===== config.mk =====
export PLATFORM = sky130hd
export DESIGN_NAME = mbes_stats
export DESIGN_NICKNAME = d
export VERILOG_FILES = /design/src/mbes_pkg.sv /design/src/mbes_stats.sv
export SDC_FILE = /design/constraint.sdc
export NUM_CORES = 1
export LEC_CHECK = 0
export BUFFER_PORTS_ARGS = -buffer_cell sky130_fd_sc_hd__buf_4
export CAP_MARGIN = 20
export CORE_MARGIN = 3
export CORE_UTILIZATION = 65
export DETAILED_ROUTE_END_ITERATION = 6
export HOLD_SLACK_MARGIN = 0.05
export PLACE_DENSITY = 0.87
export SYNTH_ARGS = -nofsm -noshare
export SYNTH_HDL_FRONTEND = slang
export SYNTH_SLANG_ARGS = --single-unit

===== constraint.sdc =====
create_clock -name core_clk -period 7.2 [get_ports core_clk]
set_clock_uncertainty 0.2 [all_clocks]
set_input_delay 0 -clock core_clk [delete_from_list [all_inputs] [get_ports core_clk]]
set_output_delay 0 -clock core_clk [all_outputs]
set_load 0.1 [all_outputs]

===== src/mbes_pkg.sv =====
// shared constants and carriers for the broadcast and error statistics
// assumes one clock domain and event strobes already synchronous to it
package mbes_pkg;

    // ****************************************************************
    // register offsets
    // ****************************************************************
    localparam logic [7:0] ADDR_BCAST_RX_OCTETS = 8'hb0;
    localparam logic [7:0] ADDR_BCAST_TX_OCTETS = 8'hd8;
    localparam logic [7:0] ADDR_CARRIER_LOSS    = 8'hf8;
    localparam logic [7:0] ADDR_COLL_ABORT      = 8'hfc;

    // ****************************************************************
    // reset values, limits and thresholds
    // ****************************************************************
    localparam logic [31:0] OCTET_RESET     = 32'h00000000;
    localparam logic [15:0] SHORT_RESET     = 16'h0000;
    localparam logic [31:0] OCTET_WRAP_MAX  = 32'h0fffffff;
    localparam logic [15:0] CARRIER_WRAP    = 16'hffff;
    localparam logic [15:0] COLL_WRAP       = 16'h0fff;
    localparam logic [31:0] OCTET_THRESHOLD = 32'hc0000000;
    localparam logic [15:0] SHORT_THRESHOLD = 16'hc000;
    localparam logic [15:0] VLAN_TAG_OCTETS = 16'h0004;
    localparam logic [31:0] READ_UNMAPPED   = 32'h00000000;

    // ****************************************************************
    // per counter inhibit bit positions
    // ****************************************************************
    localparam int INH_BCAST_RX   = 0;
    localparam int INH_BCAST_TX   = 1;
    localparam int INH_CARRIER    = 2;
    localparam int INH_COLL_ABORT = 3;
    localparam int NUM_COUNTERS   = 4;

    // ****************************************************************
    // event carriers from the mac paths
    // ****************************************************************
    typedef struct packed {
        logic        done;          // one-cycle end of received frame
        logic        bcast;         // destination was all ones
        logic        too_long;      // frame too long
        logic        fcs_err;       // fcs check failed
        logic        length_err;    // length field mismatch
        logic        align_err;     // alignment error
        logic        overrun;       // lost to internal overrun
        logic        vlan_stripped; // tag removed before counting point
        logic [15:0] octets;        // data and padding octets
    } mbes_rx_evt_s;

    typedef struct packed {
        logic        done_ok;       // one-cycle end of good transmission
        logic        bcast;         // destination was all ones
        logic        vlan_inserted; // tag added after counting point
        logic [15:0] octets;        // data and padding octets
        logic        start;         // one-cycle start of a frame
        logic        sfd_sent;      // one-cycle, preamble and sfd out
        logic        end_frame;     // one-cycle, frame over (any outcome)
        logic        collision;     // collision level
        logic        carrier;       // carrier sense level
        logic        abort_excess;  // one-cycle, dropped on excess colls
    } mbes_tx_evt_s;

endpackage


===== src/mbes_stats.sv =====
// four mac statistics counters: broadcast octets rx/tx, carrier loss,
// excess-collision aborts, with threshold event and a simple reg port
// assumes all inputs synchronous to core_clk and one-cycle event strobes
//
// How it works
// - add good broadcast rx octets to counter
// - skip errored or overrun rx frames
// - rx octet counter wraps past its maximum
// - add good broadcast tx octets, wrapping
// - vlan tag octets always counted
// - octet counters reaching threshold raise event
// - carrier counter reaching threshold raises event; default abort wrap sits below it
// - count only when enabled and not inhibited
// - count carrier drops in collision-free frames
// - ignore carrier until sfd sent
// - carrier count 16 bits, wraps after ffff
// - count frames aborted on excess collisions
// - abort counter wraps past printed limit
// - octet counters reset zero, word access
`timescale 1ns/1ps

module mbes_stats #(
    parameter logic [31:0] OCTET_MAX = mbes_pkg::OCTET_WRAP_MAX,
    parameter logic [15:0] CARR_MAX  = mbes_pkg::CARRIER_WRAP,
    parameter logic [15:0] COLL_MAX  = mbes_pkg::COLL_WRAP
) (
    input  wire logic                   core_clk,           // 40 mhz clock
    input  wire logic                   sys_rst,            // sync reset
    input  wire logic [7:0]             reg_addr,           // byte offset
    input  wire logic                   reg_wr,             // write strobe
    input  wire logic                   reg_rd,             // read strobe
    input  wire logic [31:0]            reg_wdata,          // write data
    output logic      [31:0]            reg_rdata,          // read data
    output logic                        reg_rvalid,         // read done
    input  wire logic                   global_counting_on, // stats enable
    input  wire logic [3:0]             per_counter_inhibit,// mask bits
    input  wire mbes_pkg::mbes_rx_evt_s rx_evt,             // rx events
    input  wire mbes_pkg::mbes_tx_evt_s tx_evt,             // tx events
    output logic                        counter_threshold_event // pulse
);

    // ****************************************************************
    // helpers
    // ****************************************************************
    function automatic logic [31:0] wrap_add(input logic [31:0] old_val,
                                             input logic [31:0] add_val,
                                             input logic [31:0] max_val);
        logic [32:0] sum;
        logic [32:0] over;
        // one fold is enough: an add never spans a whole wrap
        sum  = {1'b0, old_val} + {1'b0, add_val};
        over = sum - {1'b0, max_val} - 33'h000000001;
        if (sum > {1'b0, max_val}) begin
            return over[31:0];
        end
        return sum[31:0];
    endfunction

    // true when an increment climbs from below the threshold to it
    function automatic logic crossed(input logic [31:0] old_val,
                                     input logic [31:0] new_val,
                                     input logic [31:0] thr);
        return (old_val < thr) && (new_val >= thr);
    endfunction

    function automatic logic counting(input logic inhibit);
        return global_counting_on && !inhibit;
    endfunction

    function automatic logic [31:0] widen(input logic [15:0] v);
        return {16'h0000, v};
    endfunction

    function automatic logic wr_to(input logic [7:0] offset);
        return reg_wr && (reg_addr == offset);
    endfunction

    // ****************************************************************
    // counters and next values
    // ****************************************************************
    // default wrap limits sit below the octet threshold;
    // raise OCTET_MAX where that event must be reachable
    logic [31:0] broadcast_rx_octet_count;
    logic [31:0] broadcast_tx_octet_count;
    logic [15:0] carrier_loss_count;
    logic [15:0] collision_abort_count;

    logic [31:0] next_rx_octets;
    logic [31:0] next_tx_octets;
    logic [31:0] next_carrier;
    logic [31:0] next_coll;
    logic [31:0] rx_add;
    logic [31:0] tx_add;

    logic        rx_inc;
    logic        tx_inc;
    logic        carrier_inc;
    logic        coll_inc;

    logic        wr_rx;
    logic        wr_tx;
    logic        wr_carrier;
    logic        wr_coll;

    logic        rx_clean;
    logic        carrier_fell;
    logic [3:0]  gate_open;
    logic        rx_hit;
    logic        tx_hit;
    logic        carrier_hit;
    logic        coll_hit;

    // ****************************************************************
    // carrier watch during transmit
    // ****************************************************************
    logic        past_sfd;
    logic        frame_collided;
    logic        carrier_q;

    // data phase only
    // start or end clears it, no stale sfd
    always_ff @(posedge core_clk) begin
        if (sys_rst) begin
            past_sfd <= 1'b0;
        end else if (tx_evt.start || tx_evt.end_frame) begin
            past_sfd <= 1'b0;
        end else if (tx_evt.sfd_sent) begin
            past_sfd <= 1'b1;
        end
    end

    // collided frames excluded
    // a collision on the start cycle counts too
    always_ff @(posedge core_clk) begin
        if (sys_rst) begin
            frame_collided <= 1'b0;
        end else if (tx_evt.start) begin
            frame_collided <= tx_evt.collision;
        end else if (tx_evt.collision) begin
            frame_collided <= 1'b1;
        end
    end

    // last cycle's carrier, for the falling edge
    always_ff @(posedge core_clk) begin
        if (sys_rst) begin
            carrier_q <= 1'b0;
        end else begin
            carrier_q <= tx_evt.carrier;
        end
    end

    // ****************************************************************
    // increment conditions
    // ****************************************************************
    // enable and inhibit gate
    // one gate per counter, in inhibit bit order
    always_comb begin
        for (int i = 0; i < mbes_pkg::NUM_COUNTERS; i++) begin
            gate_open[i] = counting(per_counter_inhibit[i]);
        end
    end

    always_comb begin
        rx_clean = !rx_evt.too_long && !rx_evt.fcs_err
                   && !rx_evt.length_err && !rx_evt.align_err
                   && !rx_evt.overrun;
        rx_inc = rx_evt.done && rx_evt.bcast && rx_clean
                 && gate_open[mbes_pkg::INH_BCAST_RX];
        tx_inc = tx_evt.done_ok && tx_evt.bcast
                 && gate_open[mbes_pkg::INH_BCAST_TX];
        carrier_fell = carrier_q && !tx_evt.carrier;
        carrier_inc = carrier_fell && past_sfd
                      && !frame_collided && !tx_evt.collision
                      && gate_open[mbes_pkg::INH_CARRIER];
        coll_inc = tx_evt.abort_excess
                   && gate_open[mbes_pkg::INH_COLL_ABORT];
    end

    always_comb begin
        // tag octets counted
        // tags are added back so tagged frames count whole
        rx_add = {16'h0000, rx_evt.octets};
        if (rx_evt.vlan_stripped) begin
            rx_add = rx_add + {16'h0000, mbes_pkg::VLAN_TAG_OCTETS};
        end
        tx_add = {16'h0000, tx_evt.octets};
        if (tx_evt.vlan_inserted) begin
            tx_add = tx_add + {16'h0000, mbes_pkg::VLAN_TAG_OCTETS};
        end
    end

    always_comb begin
        next_rx_octets = wrap_add(broadcast_rx_octet_count, rx_add,
                                  OCTET_MAX);
        next_tx_octets = wrap_add(broadcast_tx_octet_count, tx_add,
                                  OCTET_MAX);
        next_carrier = wrap_add({16'h0000, carrier_loss_count},
                                32'h00000001, {16'h0000, CARR_MAX});
        next_coll = wrap_add({16'h0000, collision_abort_count},
                             32'h00000001, {16'h0000, COLL_MAX});
    end

    // ****************************************************************
    // write decode
    // ****************************************************************
    // unmapped writes match nothing and drop
    always_comb begin
        wr_rx      = wr_to(mbes_pkg::ADDR_BCAST_RX_OCTETS);
        wr_tx      = wr_to(mbes_pkg::ADDR_BCAST_TX_OCTETS);
        wr_carrier = wr_to(mbes_pkg::ADDR_CARRIER_LOSS);
        wr_coll    = wr_to(mbes_pkg::ADDR_COLL_ABORT);
    end

    // ****************************************************************
    // counter registers
    // ****************************************************************
    // reset to zero
    always_ff @(posedge core_clk) begin
        if (sys_rst) begin
            broadcast_rx_octet_count <= mbes_pkg::OCTET_RESET;
        end else if (wr_rx) begin
            broadcast_rx_octet_count <= reg_wdata;
        end else if (rx_inc) begin
            broadcast_rx_octet_count <= next_rx_octets;
        end
    end

    always_ff @(posedge core_clk) begin
        if (sys_rst) begin
            broadcast_tx_octet_count <= mbes_pkg::OCTET_RESET;
        end else if (wr_tx) begin
            broadcast_tx_octet_count <= reg_wdata;
        end else if (tx_inc) begin
            broadcast_tx_octet_count <= next_tx_octets;
        end
    end

    // narrow registers take the low half; upper write bits dropped
    always_ff @(posedge core_clk) begin
        if (sys_rst) begin
            carrier_loss_count <= mbes_pkg::SHORT_RESET;
        end else if (wr_carrier) begin
            carrier_loss_count <= reg_wdata[15:0];
        end else if (carrier_inc) begin
            carrier_loss_count <= next_carrier[15:0];
        end
    end

    always_ff @(posedge core_clk) begin
        if (sys_rst) begin
            collision_abort_count <= mbes_pkg::SHORT_RESET;
        end else if (wr_coll) begin
            collision_abort_count <= reg_wdata[15:0];
        end else if (coll_inc) begin
            collision_abort_count <= next_coll[15:0];
        end
    end

    // ****************************************************************
    // threshold crossings
    // ****************************************************************
    always_comb begin
        rx_hit = rx_inc && !wr_rx
                 && crossed(broadcast_rx_octet_count, next_rx_octets,
                            mbes_pkg::OCTET_THRESHOLD);
        tx_hit = tx_inc && !wr_tx
                 && crossed(broadcast_tx_octet_count, next_tx_octets,
                            mbes_pkg::OCTET_THRESHOLD);
        carrier_hit = carrier_inc && !wr_carrier
                      && crossed(widen(carrier_loss_count), next_carrier,
                                 widen(mbes_pkg::SHORT_THRESHOLD));
        coll_hit = coll_inc && !wr_coll
                   && crossed(widen(collision_abort_count), next_coll,
                              widen(mbes_pkg::SHORT_THRESHOLD));
    end

    // ****************************************************************
    // threshold event
    // ****************************************************************
    // only hardware increments fire it, a software load never does
    always_ff @(posedge core_clk) begin
        if (sys_rst) begin
            counter_threshold_event <= 1'b0;
        end else begin
            counter_threshold_event <= rx_hit || tx_hit
                                       || carrier_hit || coll_hit;
        end
    end

    // ****************************************************************
    // read port
    // ****************************************************************
    // whole word reads
    // data stands until the next read
    always_ff @(posedge core_clk) begin
        if (sys_rst) begin
            reg_rdata <= mbes_pkg::READ_UNMAPPED;
        end else if (reg_rd) begin
            case (reg_addr)
                mbes_pkg::ADDR_BCAST_RX_OCTETS: begin
                    reg_rdata <= broadcast_rx_octet_count;
                end
                mbes_pkg::ADDR_BCAST_TX_OCTETS: begin
                    reg_rdata <= broadcast_tx_octet_count;
                end
                mbes_pkg::ADDR_CARRIER_LOSS: begin
                    reg_rdata <= {16'h0000, carrier_loss_count};
                end
                mbes_pkg::ADDR_COLL_ABORT: begin
                    reg_rdata <= {16'h0000, collision_abort_count};
                end
                default: begin
                    reg_rdata <= mbes_pkg::READ_UNMAPPED;
                end
            endcase
        end
    end

    always_ff @(posedge core_clk) begin
        if (sys_rst) begin
            reg_rvalid <= 1'b0;
        end else begin
            // one-cycle answer to every read strobe
            reg_rvalid <= reg_rd;
        end
    end

endmodule


==> flow_summary.json <==
{
  "outcome": "finished, final reports clean",
  "cp_slowest_cell": "dlygate4sd3_1",
  "fin_cells": 1960,
  "path_common_cell": "o31ai_1",
  "setup_viol": 0,
  "synth.cells.most_frequent": "187 x nand2_1, 180 x nor2_1, 133 x dfxtp_1",
  "root_buffer": "clkbuf_16",
  "synth.most_common_cell": "nand2_1",
  "grt_pass1_vias": 12456,
  "clock-sinks": 133,
  "fin_crit_sh_pct": 65.7,
  "avgSynthCellArea_um2": 7.25,
  "maxCapViolCount": 0,
  "design_area_um2": 13900,
  "clkLatencyLatePin_ns": 0.43,
  "p_leak_nw": 5.05,
  "synth_xor_area_share_pct": 9.41,
  "syn_nets": 1779,
  "synth_area_leaders": "dfxtp_1 23%, xnor2_1 6.0%, nand2_1 5.9%, nor2_1 5.7%, ha_1 5.2%",
  "min_path_type": "in -> reg",
  "grt_pass1_wl_um": 65700,
  "holdWs_ns": 0.0605,
  "port_buffers": 131,
  "vdd_drop_max_mv": 0.169,
  "place_ws_ns": 2.65,
  "slew_viol_final": 0,
  "synth_cell_types": 82,
  "grt_overflow": 0,
  "detail_route.vias_per_cell": 7.02,
  "drtAntennaViolNets": 0,
  "vias": 13764,
  "syn_area_um2": 11800,
  "fp-row-count": 48,
  "crit_type": "reg -> reg",
  "max_stage_delay_ns": 0.59,
  "gp_congestion": 1.01,
  "hpwl_um": 28700,
  "start_kind": "flop",
  "synth_top_family_by_area": "simple AND/OR/NAND/NOR gates",
  "drtIter0Drc": 1937,
  "synth_edf_count": 0,
  "drc_errors": 0,
  "postLayoutSetupSlackWorst_ns": 2.47,
  "synth.ff_latch_count": 133,
  "arrival_ns": 4.84,
  "ios": 132,
  "nets": 1872,
  "synth-warning-count": 0,
  "placedCellCount": 1874,
  "synth-simple-area-share_pct": 28.7,
  "clk_pin_slew_ns": 0.06,
  "syn_inst": 1630,
  "fp.dieH_um": 141,
  "yosysTopAreaCellShare_pct": 22.5,
  "cts_max_level": 4,
  "synth_compound_area_share_pct": 26.9,
  "cts_tree": "yes",
  "dr.pass1.iters": 7,
  "die_w_um": 141,
  "globalRouteTotalUtil_pct": 40.8,
  "grt_max_degree": 73,
  "ys.flop_type": "dfxtp_1",
  "start_util_pct": 67.4,
  "clockBufferDepth": 2,
  "rsz0062_at_grt": "no",
  "synth_top_area_cell": "dfxtp_1",
  "core-area_um2": 17500,
  "synth_mux_area_share_pct": 2.50,
  "syn2layout_area_growth_pct": 17.1,
  "wl_um": 42200,
  "post_dp_cell_area_um2": 12700,
  "worstPathRequired_ns": 7.31,
  "finalHoldViolCount": 0,
  "seq_area_frac_synth_pct": 22.5,
  "tns_ns": 0,
  "critPathMaxFanout": 8,
  "power_density_nw_per_um2": 144,
  "synthArstFlopShare_pct": 0,
  "synthAdderAreaFrac_pct": 5.52,
  "layout-drive-gt1-share_pct": 11.6,
  "cp-end-kind": "flop",
  "dieArea_um2": 19800,
  "slew_headroom_pct": 27.6,
  "fmax_ghz": 0.211,
  "path_cells": "ha_1 -> fa_1 -> a211oi_1 -> o31ai_1 -> o211ai_1 -> and2_1 -> nand3_1 -> o31ai_1 -> a21oi_1 -> nor4_2 -> mux2i_1 -> a21o_1 -> a31oi_1 -> dlygate4sd3_1",
  "cts_setup_buffers": 0,
  "num_antenna_cells": 0,
  "cts_buffers": 17,
  "wl_per_cell_um": 21.5,
  "grt_antenna_before_repair": 0,
  "worst_slew_pin_slew_ns": 1.08,
  "finalCriticalPeriod_ns": 4.73
}
cells in the final DEF (no fill, tap or decap), types with 17 or more instances in the layout:
master | netlist | final
nand2_1 | 187 | 186
nor2_1 | 180 | 180
buf_4 | 1 | 139
dfxtp_1 | 133 | 133
a21oi_1 | 94 | 94
o21ai_0 | 92 | 92
xnor2_1 | 81 | 81
a211oi_1 | 64 | 64
nand3_1 | 57 | 57
dlygate4sd3_1 | 0 | 54
ha_1 | 49 | 49
xor2_1 | 46 | 46
nand4_1 | 40 | 40
nor3_1 | 41 | 40
a22oi_1 | 34 | 34
and3_1 | 31 | 31
a311oi_1 | 29 | 29
nor2b_1 | 26 | 26
mux2i_1 | 25 | 25
o211ai_1 | 24 | 24
a31oi_1 | 21 | 21
or3_1 | 20 | 20
nor4_1 | 19 | 19
clkbuf_16 | 0 | 17
final cells by class:
class	count	area [um2]
Sequential cell	133	2660
Timing Repair Buffer	193	1580
Inverter	16	60.1
Clock inverter	9	151
Tap cell	225	282
Clock buffer	22	464
Fill cell	1273	3690
Multi-Input combinational cell	1362	8650
logic make-up (layout without fill, tap and decap cells):
kind of cell | count (synthesis) | count (layout)
buffers and inverters | 135 | 240
flip-flops | 133 | 133
AND/OR/NAND/NOR | 688 | 688
XOR/XNOR | 127 | 127
multiplexers | 29 | 29
AO/OA/AOI/OAI | 467 | 467
adder cells (fa/ha/maj) | 51 | 51
sequential cells by signal, indices dropped and copies added (netlist names):
register	count
collision_abort_count	16
reg_rdata	32
carrier_loss_count	16
broadcast_tx_octet_count	32
reg_rvalid	1
carrier_q	1
frame_collided	1
counter_threshold_event	1
broadcast_rx_octet_count	32
past_sfd	1
worst paths after layout:
kind         slack (ns)                                         to                                startpoint  depth (start not counted)
max                2.47  broadcast_tx_octet_count[30]$_SDFFE_PP0P_  broadcast_tx_octet_count[0]$_SDFFE_PP0P_                         14
min                0.06        carrier_loss_count[14]$_SDFFE_PP0P_                               reg_addr[5]                          6
max reg2reg        2.47  broadcast_tx_octet_count[30]$_SDFFE_PP0P_  broadcast_tx_octet_count[0]$_SDFFE_PP0P_                         14
min reg2reg        0.29                 reg_rdata[19]$_SDFFE_PP0P_                reg_rdata[19]$_SDFFE_PP0P_                          2
worst max-delay path, delay by kind of cell (launching register included):
family / cells / cell delay (ns)
AOI/OAI and AO/OA: 7 / 1.42
buffers and inverters: 1 / 0.59
muxes: 1 / 0.41
and+or+nand+nor: 3 / 1.03
DFF: 1 / 0.33
adders and majority gates: 2 / 0.62
power breakdown:
group          total (mW)  switching, mW  leakage, nW  internal [mW]
Combinational       0.308          0.189         3.67          0.119
Clock               0.932          0.337        0.300          0.595
Sequential          0.760         0.0131         1.08          0.746
metrics by stage:
step | power [mW] | utilization (%)
4_1_cts | 1.98 | 78.9
2_1_floorplan | 0.938 | -
6_report | 2.00 | 79.0
3_3_place_gp | 1.04 | 72.3
3_5_place_dp | 1.05 | 72.3
5_1_grt | 2.04 | 79.0
per-layer routing:
metal  share of wire [%]  up-vias  global-route usage, %
met5                   0        -                      0
met4                 5.3        0                   18.1
met3                  13      245                   9.70
met2                  43     1027                   62.6
met1                  39     6264                   54.7
li1                    -     6228                      -
repair_timing:
item / 4_1_cts / 5_1_grt
hold buffers: 54 / 0
resized for setup: 0 / 0
hold endpoints to repair: 132 / 0
(Power assumes the default switching activity.)
